## src/verilog/dcc_cfg.svh

```systemverilog
// Register offsets, field positions, masks and reset values of the DMA channel block
`ifndef DCC_CFG_SVH
`define DCC_CFG_SVH
// ----------------------------------------------------------------------------
// Per-channel register window
// ----------------------------------------------------------------------------
`define DCC_CH_STRIDE 8'h20
`define DCC_OFF_CTRL 8'h00
`define DCC_OFF_REQ 8'h04
`define DCC_OFF_STA 8'h08
`define DCC_OFF_STB 8'h0C
`define DCC_OFF_PAD 8'h10
`define DCC_OFF_CNT 8'h14
// ----------------------------------------------------------------------------
// Common registers
// ----------------------------------------------------------------------------
`define DCC_OFF_PWC 8'h80
`define DCC_OFF_RQC 8'h84
`define DCC_OFF_PPS 8'h88
`define DCC_OFF_LCA 8'h8C
`define DCC_OFF_LRA 8'h90
`define DCC_OFF_IFLAG 8'h94
`define DCC_OFF_IEN 8'h98
`define DCC_OFF_IPRI 8'h9C
// ----------------------------------------------------------------------------
// Control fields
// ----------------------------------------------------------------------------
`define DCC_B_ON 15
`define DCC_B_BYTE 14
`define DCC_B_DIR 13
`define DCC_B_HALF 12
`define DCC_B_NULL 11
`define DCC_B_AM_HI 5
`define DCC_B_AM_LO 4
`define DCC_B_MD_HI 1
`define DCC_B_MD_LO 0
`define DCC_CTRL_MASK 16'hF833
`define DCC_CTRL_RST 16'h0000
`define DCC_REQ_MASK 16'h00FF
`define DCC_CNT_MASK 14'h3FFF
`define DCC_IPRI_RST 16'h4444
`define DCC_LCA_IDLE 4'hF
`define DCC_UNMAPPED 32'h0000_0000
`endif

```

## src/verilog/dcc_pkg.sv

```systemverilog
// Types of the DMA channel block
package dcc_pkg;
   typedef enum logic [1:0] {
      DCC_AM_POSTINC = 2'b00,
      DCC_AM_NOINC = 2'b01,
      DCC_AM_PERIPH = 2'b10,
      DCC_AM_RSVD = 2'b11
   } dcc_addressing_scheme_e;
   typedef enum logic [1:0] {
      DCC_MD_CONT = 2'b00,
      DCC_MD_ONESHOT = 2'b01,
      DCC_MD_CONT_PP = 2'b10,
      DCC_MD_ONESHOT_PP = 2'b11
   } dcc_mode_e;
   typedef enum logic [1:0] {
      DCC_ST_IDLE = 2'b00,
      DCC_ST_READ = 2'b01,
      DCC_ST_WRITE = 2'b10,
      DCC_ST_NULL = 2'b11
   } dcc_xfer_e;
endpackage : dcc_pkg

```

## src/verilog/dcc_chan.sv

```systemverilog
// One DMA channel: configuration registers and block sequencing
`timescale 1ns/1ps
`include "dcc_cfg.svh"
module dcc_chan (
   input wire logic clk_i,
   input wire logic rstn_i,
   input wire logic wr_i,
   input wire logic [2:0] reg_i,
   input wire logic [31:0] wdata_i,
   input wire logic xfer_done_i,
   output logic [15:0] ctrl_o,
   output logic [15:0] req_o,
   output logic [31:0] sta_o,
   output logic [31:0] stb_o,
   output logic [15:0] pad_o,
   output logic [13:0] cnt_o,
   output logic [31:0] ram_addr_o,
   output logic [13:0] done_o,
   output logic pp_o,
   output logic blk_irq_o
);
   logic [15:0] ctrl_r, ctrl_nxt;
   logic [15:0] req_r, req_nxt;
   logic [31:0] sta_r, sta_nxt, stb_r, stb_nxt;
   logic [15:0] pad_r, pad_nxt;
   logic [13:0] cnt_r, cnt_nxt, done_r, done_nxt;
   logic [31:0] addr_r, addr_nxt;
   logic pp_r, pp_nxt, irq_r, irq_nxt;
   logic [13:0] half_pt;
   logic last;
   logic pingpong;
   logic oneshot;
   dcc_pkg::dcc_addressing_scheme_e am;

   // ----------------------------------------------------------------------------
   // Next-state of configuration and progress
   // ----------------------------------------------------------------------------
   always_comb begin
      ctrl_nxt = ctrl_r;
      req_nxt = req_r;
      sta_nxt = sta_r;
      stb_nxt = stb_r;
      pad_nxt = pad_r;
      cnt_nxt = cnt_r;
      done_nxt = done_r;
      addr_nxt = addr_r;
      pp_nxt = pp_r;
      irq_nxt = 1'b0;
      am = dcc_pkg::dcc_addressing_scheme_e'(ctrl_r[`DCC_B_AM_HI:`DCC_B_AM_LO]);
      pingpong = ctrl_r[`DCC_B_MD_HI];
      oneshot = ctrl_r[`DCC_B_MD_LO];
      // Count register holds transfers minus one
      half_pt = {1'b0, cnt_r[13:1]};
      last = (done_r == cnt_r);
      if (xfer_done_i && ctrl_r[`DCC_B_ON]) begin
         // Word or byte step, no step without post-increment
         if (am == dcc_pkg::DCC_AM_POSTINC) begin
            addr_nxt = addr_r + (ctrl_r[`DCC_B_BYTE] ? 32'h0000_0001 : 32'h0000_0002);
         end
         if (ctrl_r[`DCC_B_HALF] && done_r == half_pt) begin
            irq_nxt = 1'b1;
         end
         if (last) begin
            irq_nxt = irq_nxt | ~ctrl_r[`DCC_B_HALF];
            done_nxt = 14'h0000;
            if (pingpong) begin
               pp_nxt = ~pp_r;
               addr_nxt = pp_r ? sta_r : stb_r;
            end else begin
               addr_nxt = sta_r;
            end
            // One-shot stops after one block, or after both buffers in ping-pong
            if (oneshot && (!pingpong || pp_r)) begin
               ctrl_nxt[`DCC_B_ON] = 1'b0;
               pp_nxt = 1'b0;
            end
         end else begin
            done_nxt = done_r + 14'h0001;
         end
      end
      // Software writes override progress updates
      if (wr_i) begin
         unique case (reg_i)
            3'd0: begin
               ctrl_nxt = wdata_i[15:0] & `DCC_CTRL_MASK;
               if (wdata_i[`DCC_B_ON] && !ctrl_r[`DCC_B_ON]) begin
                  done_nxt = 14'h0000;
                  pp_nxt = 1'b0;
                  addr_nxt = sta_r;
               end
            end
            3'd1: req_nxt = wdata_i[15:0] & `DCC_REQ_MASK;
            3'd2: sta_nxt = wdata_i;
            3'd3: stb_nxt = wdata_i;
            3'd4: pad_nxt = wdata_i[15:0];
            3'd5: cnt_nxt = wdata_i[13:0] & `DCC_CNT_MASK;
            default: ;
         endcase
      end
   end

   // Register stage
   always_ff @(posedge clk_i or negedge rstn_i) begin
      if (!rstn_i) begin
         ctrl_r <= `DCC_CTRL_RST;
         req_r <= 16'h0000;
         sta_r <= 32'h0000_0000;
         stb_r <= 32'h0000_0000;
         pad_r <= 16'h0000;
         cnt_r <= 14'h0000;
         done_r <= 14'h0000;
         addr_r <= 32'h0000_0000;
         pp_r <= 1'b0;
         irq_r <= 1'b0;
      end else begin
         ctrl_r <= ctrl_nxt;
         req_r <= req_nxt;
         sta_r <= sta_nxt;
         stb_r <= stb_nxt;
         pad_r <= pad_nxt;
         cnt_r <= cnt_nxt;
         done_r <= done_nxt;
         addr_r <= addr_nxt;
         pp_r <= pp_nxt;
         irq_r <= irq_nxt;
      end
   end

   assign ctrl_o = ctrl_r;
   assign req_o = req_r;
   assign sta_o = sta_r;
   assign stb_o = stb_r;
   assign pad_o = pad_r;
   assign cnt_o = cnt_r;
   assign ram_addr_o = addr_r;
   assign done_o = done_r;
   assign pp_o = pp_r;
   assign blk_irq_o = irq_r;
endmodule : dcc_chan

```

## src/verilog/dcc_top.sv

```systemverilog
// Four-channel DMA controller: register slave, arbitration and transfer engine
// ----------------------------------------------------------------------------
// Notes on behaviour
// - Four independent channels 0..3, each with its own six registers.
// - Control, request select and peripheral address registers are 16 bits.
// - Primary and secondary RAM start addresses are 32-bit registers.
// - A 14-bit transfer count sets the transfers per block.
// - Shared status: write collisions, request collisions, last address, last channel.
// - Channel interrupt flag, enable and priority live in interrupt registers.
// - Control bit 15 enables the channel when set.
// - Control bit 14 selects byte transfers, else word transfers.
// - Bit 13 set reads RAM, writes peripheral; clear reads peripheral, writes RAM.
// - Bit 12 raises block interrupt at half block, else at full block.
// - Bit 11 with bit 13 clear adds a null peripheral write.
// - Bits 5-4 pick post-increment, no increment, or peripheral indirect.
// ----------------------------------------------------------------------------
`timescale 1ns/1ps
`include "dcc_cfg.svh"
module dcc_top (
   input wire logic clk_i,
   input wire logic rstn_i,
   input wire logic [7:0] avs_address_i,
   input wire logic avs_read_i,
   input wire logic avs_write_i,
   input wire logic [31:0] avs_writedata_i,
   input wire logic [3:0] avs_byteenable_i,
   output logic [31:0] avs_readdata_o,
   output logic avs_waitrequest_o,
   input wire logic [7:0] periph_req_i,
   output logic mem_req_o,
   output logic mem_we_o,
   output logic mem_periph_o,
   output logic [31:0] mem_addr_o,
   output logic [15:0] mem_wdata_o,
   output logic mem_byte_o,
   input wire logic mem_ack_i,
   input wire logic [15:0] mem_rdata_i,
   output logic irq_o
);
   // ----------------------------------------------------------------------------
   // Channel instances
   // ----------------------------------------------------------------------------
   logic [15:0] ctrl [4];
   logic [15:0] reqs [4];
   logic [31:0] sta [4];
   logic [31:0] stb [4];
   logic [15:0] pad [4];
   logic [13:0] cnt [4];
   logic [31:0] raddr [4];
   logic [13:0] done [4];
   logic [3:0] pp;
   logic [3:0] blk_irq;
   logic [3:0] ch_wr;
   logic [3:0] ch_done;
   logic [2:0] reg_sel;
   logic bus_wr;
   logic full_word;

   assign full_word = (avs_byteenable_i == 4'hF);
   assign bus_wr = avs_write_i & ~avs_waitrequest_o & full_word;
   assign reg_sel = avs_address_i[4:2];

   // Four identical channels each own their register set
   genvar g;
   generate
      for (g = 0; g < 4; g++) begin : g_ch
         assign ch_wr[g] = bus_wr && avs_address_i[7] == 1'b0 && avs_address_i[6:5] == 2'(g);
         dcc_chan u_chan (
            .clk_i(clk_i),
            .rstn_i(rstn_i),
            .wr_i(ch_wr[g]),
            .reg_i(reg_sel),
            .wdata_i(avs_writedata_i),
            .xfer_done_i(ch_done[g]),
            .ctrl_o(ctrl[g]),
            .req_o(reqs[g]),
            .sta_o(sta[g]),
            .stb_o(stb[g]),
            .pad_o(pad[g]),
            .cnt_o(cnt[g]),
            .ram_addr_o(raddr[g]),
            .done_o(done[g]),
            .pp_o(pp[g]),
            .blk_irq_o(blk_irq[g])
         );
      end
   endgenerate

   // ----------------------------------------------------------------------------
   // Request capture and arbitration
   // ----------------------------------------------------------------------------
   logic [3:0] pend_r, pend_nxt;
   logic [3:0] rqc_r, rqc_nxt;
   logic [3:0] pwc_r, pwc_nxt;
   logic [3:0] hit;
   logic [1:0] cur_r, cur_nxt;
   logic [3:0] lca_r, lca_nxt;
   logic [31:0] lra_r, lra_nxt;
   logic [15:0] data_r, data_nxt;
   logic [3:0] iflag_r, iflag_nxt;
   logic [3:0] ien_r, ien_nxt;
   logic [15:0] ipri_r, ipri_nxt;
   dcc_pkg::dcc_xfer_e st_r, st_nxt;
   logic grant;
   logic [1:0] pick;
   logic to_periph;
   logic clr_pwc, clr_rqc, clr_if;

   // A channel sees its selected request line when enabled
   always_comb begin
      for (int i = 0; i < 4; i++) begin
         hit[i] = ctrl[i][`DCC_B_ON] & periph_req_i[reqs[i][2:0]];
      end
   end

   // Lowest-numbered pending channel wins
   always_comb begin
      grant = 1'b0;
      pick = 2'd0;
      for (int i = 3; i >= 0; i--) begin
         if (pend_r[i]) begin
            grant = 1'b1;
            pick = 2'(i);
         end
      end
   end

   assign clr_pwc = bus_wr && avs_address_i == `DCC_OFF_PWC;
   assign clr_rqc = bus_wr && avs_address_i == `DCC_OFF_RQC;
   assign clr_if = bus_wr && avs_address_i == `DCC_OFF_IFLAG;

   // ----------------------------------------------------------------------------
   // Transfer engine next state
   // ----------------------------------------------------------------------------
   always_comb begin
      st_nxt = st_r;
      cur_nxt = cur_r;
      lca_nxt = lca_r;
      lra_nxt = lra_r;
      data_nxt = data_r;
      ch_done = 4'h0;
      to_periph = ctrl[cur_r][`DCC_B_DIR];
      pend_nxt = pend_r;
      rqc_nxt = rqc_r;
      pwc_nxt = pwc_r;
      if (clr_rqc) begin
         rqc_nxt = rqc_r & ~avs_writedata_i[3:0];
      end
      if (clr_pwc) begin
         pwc_nxt = pwc_r & ~avs_writedata_i[3:0];
      end
      unique case (st_r)
         dcc_pkg::DCC_ST_IDLE: begin
            if (grant) begin
               cur_nxt = pick;
               pend_nxt[pick] = 1'b0;
               st_nxt = dcc_pkg::DCC_ST_READ;
            end
         end
         dcc_pkg::DCC_ST_READ: begin
            if (mem_ack_i) begin
               data_nxt = mem_rdata_i;
               st_nxt = dcc_pkg::DCC_ST_WRITE;
            end
         end
         dcc_pkg::DCC_ST_WRITE: begin
            if (mem_ack_i) begin
               lca_nxt = {2'b00, cur_r};
               lra_nxt = raddr[cur_r];
               if (ctrl[cur_r][`DCC_B_NULL] && !to_periph) begin
                  st_nxt = dcc_pkg::DCC_ST_NULL;
               end else begin
                  ch_done[cur_r] = 1'b1;
                  st_nxt = dcc_pkg::DCC_ST_IDLE;
               end
            end
         end
         dcc_pkg::DCC_ST_NULL: begin
            if (mem_ack_i) begin
               ch_done[cur_r] = 1'b1;
               st_nxt = dcc_pkg::DCC_ST_IDLE;
            end
         end
      endcase
      // New requests: a repeat while still pending is a collision, set beats clear
      for (int i = 0; i < 4; i++) begin
         if (hit[i]) begin
            if (pend_nxt[i]) begin
               rqc_nxt[i] = 1'b1;
            end
            pend_nxt[i] = 1'b1;
         end
         // Software touching a channel mid-transfer marks a write collision
         if (ch_wr[i] && st_r != dcc_pkg::DCC_ST_IDLE && cur_r == 2'(i)) begin
            pwc_nxt[i] = 1'b1;
         end
      end
   end

   // ----------------------------------------------------------------------------
   // Channel interrupt flag, enable and priority registers
   // ----------------------------------------------------------------------------
   always_comb begin
      iflag_nxt = iflag_r;
      ien_nxt = ien_r;
      ipri_nxt = ipri_r;
      if (clr_if) begin
         iflag_nxt = iflag_r & ~avs_writedata_i[3:0];
      end
      iflag_nxt = iflag_nxt | blk_irq;
      if (bus_wr && avs_address_i == `DCC_OFF_IEN) begin
         ien_nxt = avs_writedata_i[3:0];
      end
      if (bus_wr && avs_address_i == `DCC_OFF_IPRI) begin
         ipri_nxt = avs_writedata_i[15:0] & 16'h7777;
      end
   end

   // Register stage of the shared state
   always_ff @(posedge clk_i or negedge rstn_i) begin
      if (!rstn_i) begin
         st_r <= dcc_pkg::DCC_ST_IDLE;
         cur_r <= 2'd0;
         pend_r <= 4'h0;
         rqc_r <= 4'h0;
         pwc_r <= 4'h0;
         lca_r <= `DCC_LCA_IDLE;
         lra_r <= 32'h0000_0000;
         data_r <= 16'h0000;
         iflag_r <= 4'h0;
         ien_r <= 4'h0;
         ipri_r <= `DCC_IPRI_RST;
      end else begin
         st_r <= st_nxt;
         cur_r <= cur_nxt;
         pend_r <= pend_nxt;
         rqc_r <= rqc_nxt;
         pwc_r <= pwc_nxt;
         lca_r <= lca_nxt;
         lra_r <= lra_nxt;
         data_r <= data_nxt;
         iflag_r <= iflag_nxt;
         ien_r <= ien_nxt;
         ipri_r <= ipri_nxt;
      end
   end

   // ----------------------------------------------------------------------------
   // Memory-side request signals
   // ----------------------------------------------------------------------------
   // Read phase uses the source bus, write phase the destination bus
   always_comb begin
      mem_req_o = (st_r != dcc_pkg::DCC_ST_IDLE);
      mem_we_o = (st_r == dcc_pkg::DCC_ST_WRITE) || (st_r == dcc_pkg::DCC_ST_NULL);
      mem_byte_o = ctrl[cur_r][`DCC_B_BYTE];
      mem_wdata_o = (st_r == dcc_pkg::DCC_ST_NULL) ? 16'h0000 : data_r;
      mem_periph_o = 1'b0;
      if (st_r == dcc_pkg::DCC_ST_READ) begin
         mem_periph_o = ~to_periph;
      end else if (st_r == dcc_pkg::DCC_ST_WRITE) begin
         mem_periph_o = to_periph;
      end else if (st_r == dcc_pkg::DCC_ST_NULL) begin
         mem_periph_o = 1'b1;
      end
      if (mem_periph_o) begin
         mem_addr_o = {16'h0000, pad[cur_r]};
      end else if (ctrl[cur_r][`DCC_B_AM_HI:`DCC_B_AM_LO] == dcc_pkg::DCC_AM_PERIPH) begin
         // Peripheral indirect: the peripheral supplies the offset
         mem_addr_o = (pp[cur_r] ? stb[cur_r] : sta[cur_r]) + {16'h0000, data_r};
      end else begin
         mem_addr_o = raddr[cur_r];
      end
   end

   assign irq_o = |(iflag_r & ien_r);

   // ----------------------------------------------------------------------------
   // Avalon read mux, one wait state
   // ----------------------------------------------------------------------------
   logic [31:0] rd_nxt;
   logic [31:0] rd_r;
   logic [1:0] rch;
   assign rch = avs_address_i[6:5];
   always_comb begin
      rd_nxt = `DCC_UNMAPPED;
      if (avs_address_i[7] == 1'b0) begin
         unique case (reg_sel)
            3'd0: rd_nxt = {16'h0000, ctrl[rch]};
            3'd1: rd_nxt = {16'h0000, reqs[rch]};
            3'd2: rd_nxt = sta[rch];
            3'd3: rd_nxt = stb[rch];
            3'd4: rd_nxt = {16'h0000, pad[rch]};
            3'd5: rd_nxt = {18'h0_0000, cnt[rch]};
            3'd6: rd_nxt = {18'h0_0000, done[rch]};
            default: rd_nxt = `DCC_UNMAPPED;
         endcase
      end else begin
         unique case (avs_address_i)
            `DCC_OFF_PWC: rd_nxt = {28'h000_0000, pwc_r};
            `DCC_OFF_RQC: rd_nxt = {28'h000_0000, rqc_r};
            `DCC_OFF_PPS: rd_nxt = {28'h000_0000, pp};
            `DCC_OFF_LCA: rd_nxt = {28'h000_0000, lca_r};
            `DCC_OFF_LRA: rd_nxt = lra_r;
            `DCC_OFF_IFLAG: rd_nxt = {28'h000_0000, iflag_r};
            `DCC_OFF_IEN: rd_nxt = {28'h000_0000, ien_r};
            `DCC_OFF_IPRI: rd_nxt = {16'h0000, ipri_r};
            default: rd_nxt = `DCC_UNMAPPED;
         endcase
      end
   end

   // Read data registered; request held one cycle by waitrequest
   logic rd_ph_r, rd_ph_nxt;
   always_comb begin
      rd_ph_nxt = (avs_read_i || avs_write_i) && !rd_ph_r;
   end
   always_ff @(posedge clk_i or negedge rstn_i) begin
      if (!rstn_i) begin
         rd_ph_r <= 1'b0;
         rd_r <= 32'h0000_0000;
      end else begin
         rd_ph_r <= rd_ph_nxt;
         rd_r <= rd_nxt;
      end
   end
   assign avs_waitrequest_o = (avs_read_i || avs_write_i) && !rd_ph_r;
   assign avs_readdata_o = rd_r;
endmodule : dcc_top
```

## config.mk

```make
export PLATFORM = sky130hd
export DESIGN_NAME = dcc_top
export DESIGN_NICKNAME = d
export VERILOG_FILES = /design/src/verilog/dcc_pkg.sv /design/src/verilog/dcc_chan.sv /design/src/verilog/dcc_top.sv
export VERILOG_INCLUDE_DIRS = /design/src /design/src/verilog
export SDC_FILE = /design/constraint.sdc
export NUM_CORES = 2
export LEC_CHECK = 0
export ABC_AREA = 0
export BUFFER_PORTS_ARGS = -buffer_cell sky130_fd_sc_hd__buf_2
export CAP_MARGIN = 5
export CORE_MARGIN = 2
export CORE_UTILIZATION = 35
export DETAILED_ROUTE_END_ITERATION = 16
export PLACE_DENSITY = 0.54
export RECOVER_POWER = 50
export SLEW_MARGIN = 20
export SYNTH_ARGS = -nofsm -noshare
export SYNTH_HDL_FRONTEND = slang
export SYNTH_SLANG_ARGS = --single-unit
export TNS_END_PERCENT = 50
```

## constraint.sdc

```tcl
create_clock -name clk_i -period 6.6 [get_ports clk_i]
set_input_delay 0.66 -clock clk_i [delete_from_list [all_inputs] [get_ports clk_i]]
set_output_delay 0.66 -clock clk_i [all_outputs]
set_load 0.02 [all_outputs]
```

==> run_results.csv <==
group,metric,value,unit
floorplanning,ios,159,
min_path,min_to,"data_r[10]$_DFFE_PN0P_",
logic_synthesis,synthAdderAreaFrac,1.11,%
floorplanning,rows,131,
logic_synthesis,synth_area,45100,sq um
place,place_area,47800,sq um
setup_path,worstReg2RegStart,"cur_r[0]$_DFFE_PN0P_",
finish,final_cell_mix,"dfrtp_1, mux2_2, nand2_1",
setup_path,worstRegToRegCells,8,
setup_path,end_kind,"output port",
timing,fmax,165,MHz
power,vdd_drop_max,197,uV
run_status,outcome,"finished with violations",
route,ant_nets,0,
clock_tree,htree_levels,3,
clock_tree,path_clk_slew,60,ps
logic_synthesis,synth_edf_count,0,
timing,setup_viol,0,
logic_synthesis,muxShareOfSynthArea,27.6,%
finish,syn2layout_area_growth,12.2,%
power,cellPowerDensity,241,nW/um^2
clock_tree,clkLatencyLatePin,700,ps
global_route,grt_util_all_layers,28.3,%
timing,fin_setup_tns,0,ps
setup_path,worstPathMaxFanout,29,
global_route,grtUsageMet1,39.6,%
floorplanning,die_w,363,microns
logic_synthesis,yosysWarnings,0,
timing,max_slew_margin,-232,%
route,wirelength,189000,microns
min_path,worst_hold_path_type,"input pin to flop",
timing,fin_crit,6070,ps
finish,multi_input_area,25000,sq um
min_path,holdCritStartpoint,"mem_rdata_i[10]",
logic_synthesis,synthFlopType,"dfrtp_1",
logic_synthesis,syn_inst,4134,
setup_path,r2r_slack,1900,ps
floorplanning,die_h,363,microns
timing,fin_hold_ws,206,ps
timing,finalClockSkew,34.5,ps
clock_tree,cts-root-buf,"clkbuf_16",
clock_tree,clockBufferDepth,3,
timing,finalMaxSlewViolations,240,
logic_synthesis,ys_top_cells_by_area,"dfrtp_1, mux2_2, mux4_2, nand2_1, xor2_1",
floorplanning,die_area,132000,sq um
global_route,met2_usage,41.3,%
setup_path,start_kind,"flop",
logic_synthesis,synth_top_area_share,41.5,%
clock_tree,post_cts_buffers,0,
place,dp_hpwl,131000,microns
setup_path,crit_path_start,"cur_r[0]$_DFFE_PN0P_",
power,leakagePower,22.8,nW
logic_synthesis,async_flop_share,100,%
global_route,overflow,0,
route,drt_iter0_drc,5005,
timing,finalHoldViolCount,0,
logic_synthesis,yosysTopAreaCell,"dfrtp_1",
setup_path,critical_path_class,"flop to output port",
floorplanning,start_util,35.3,%
finish,fill_cells,12300,
route,route.detailed.drc,0,
finish,layout_commonest_cell,"dfrtp_1",
logic_synthesis,synth_simple_gate_area_share,12.5,%
place,place.gp.congestion,0.983,
logic_synthesis,synth_compound_area_share,9.85,%
min_path,min_path_cells,2,
logic_synthesis,synth_top_family_by_area,"multiplexers",
finish,drive_gt1_share,28.8,%
logic_synthesis,yosysUniqueCellTypes,75,
finish,design_area,50600,sq um
logic_synthesis,syn_area_per_cell,10.9,sq um
route,vias_per_cell,6.34,
timing,rsz0062_at_grt,"no",
floorplanning,core-area,128000,sq um
route,avgRoutedWirePerCell,32.0,microns
timing,worstMarginPinSlew,4980,ps
global_route,grt_pass1_wl,271000,microns
run_status,violations,"max-capacitance violations, max-slew violations",
logic_synthesis,seq_area_frac_synth,42.0,%
clock_tree,numCtsBuffers,86,
finish,regArea,18900,sq um
global_route,gr-usage-met3,6.67,%
clock_tree,cts_hold_buf,0,
setup_path,r2r-end,"g_ch[1].u_chan.ram_addr_o[27]$_DFF_PN0_",
logic_synthesis,ys_seq_elements,756,
clock_tree,cts_resized,0,
setup_path,crit_required,5940,ps
place,portBuffers,158,
global_route,top_usage_layer,"met2",
clock_tree,cts_tree,"done",
logic_synthesis,synth-xor-area-share,3.82,%
clock_tree,cts.sinks,756,
timing,fin_crit_sh,92.0,%
job,maxCapViolations,3,
global_route,grt_pass1_vias,36000,
route,first_pass_iters,7,
global_route,antenna_found_initial,19,
global_route,grt_start_max_net_pins,173,
finish,final_nets,4267,
route,vias,37400,
setup_path,crit_arrival,5410,ps
logic_synthesis,syn-num-nets,4244,
[per-stage QoR]
stage | worst slack [ps] | std cells | total power [mW] | util (%)
2_1_floorplan | 1270 | 4134 | 6.33 | -
3_3_place_gp | 1280 | 5728 | 7.15 | 37.4
3_5_place_dp | 1250 | 5730 | 7.15 | 37.4
4_1_cts | 505 | 5885 | 12.2 | 39.7
5_1_grt | 182 | 5888 | 12.5 | 39.7
6_report | 529 | 5891 | 12.2 | 39.7
[how the worst max path moves through the flow]
stage	endpoint	slack, ps	cells after the start
final	mem_addr_o[19]	530	12
after global routing	mem_addr_o[19]	180	12
after CTS	mem_addr_o[19]	510	12
after detailed placement	mem_addr_o[19]	1250	12
after global placement	mem_addr_o[19]	1280	12
after floorplan	mem_addr_o[28]	1270	18
[flip-flops by register name, indices dropped and copies added, names as in the netlist, 16 cells and up]
register                flops
avs_readdata_o             32
data_r                     16
g_ch.u_chan.cnt_o          56
g_ch.u_chan.ctrl_o         36
g_ch.u_chan.done_o         56
g_ch.u_chan.pad_o          64
g_ch.u_chan.ram_addr_o    128
g_ch.u_chan.req_o          32
g_ch.u_chan.sta_o         128
g_ch.u_chan.stb_o         128
lra_r                      32
[logic make-up after synthesis]
| kind of cell | Yosys count |
|---|---|
| AO/OA/AOI/OAI | 739 |
| XOR/XNOR | 197 |
| adder cells (fa/ha/maj) | 37 |
| buffers and inverters | 359 |
| flip-flops | 756 |
| multiplexers | 863 |
| AND/OR/NAND/NOR | 1183 |
[layer usage]
layer,part of all wire [%],routed length (microns),up-vias
met2,42,80000,2265
li1,-,-,15400
met3,11,20400,446
met5,0.070,132,-
met4,5.1,9700,18
met1,42,78400,19300
[critical path, stage by stage (launching register included)]
cell and delay, ps:
dfrtp_4 850, mux4_2 580, buf_4 340, mux2_2 400, ha_1 350, o21ai_0 240, o21ai_0 210, and4b_1 310
o21ai_0 530, a21oi_1 180, or3_1 340, a31oi_1 200, buf_2 200
[where the power goes]
part	internal [mW]	leakage (nW)	switching (mW)
sequential	4.74	10.4	0.232
combinational	0.771	11.0	1.37
clock	2.97	1.42	2.10
[final cells by class]
cell class              count  area share [%]
diodes                      5          0.0247
flip-flops and latches    756            37.4
clock inverters            27           0.682
clock buffers             128            5.08
multi-input cells        3019            49.3
inverters                  41           0.304
repair buffers            253            3.13
well taps                1662            4.11
[cells in the mapped netlist, types with 55 or more instances]
library cell / n
nor3_1: 68
xnor2_1: 70
xor2_1: 127
mux2_2: 538
mux2i_1: 73
nand3_1: 130
nand4_1: 60
a21oi_1: 210
mux4_2: 252
nor2_1: 267
o22ai_1: 88
clkbuf_1: 241
o21ai_0: 208
dfrtp_1: 749
and3_1: 55
nand2_1: 421
Note: power is estimated with default switching activity, not from simulation.
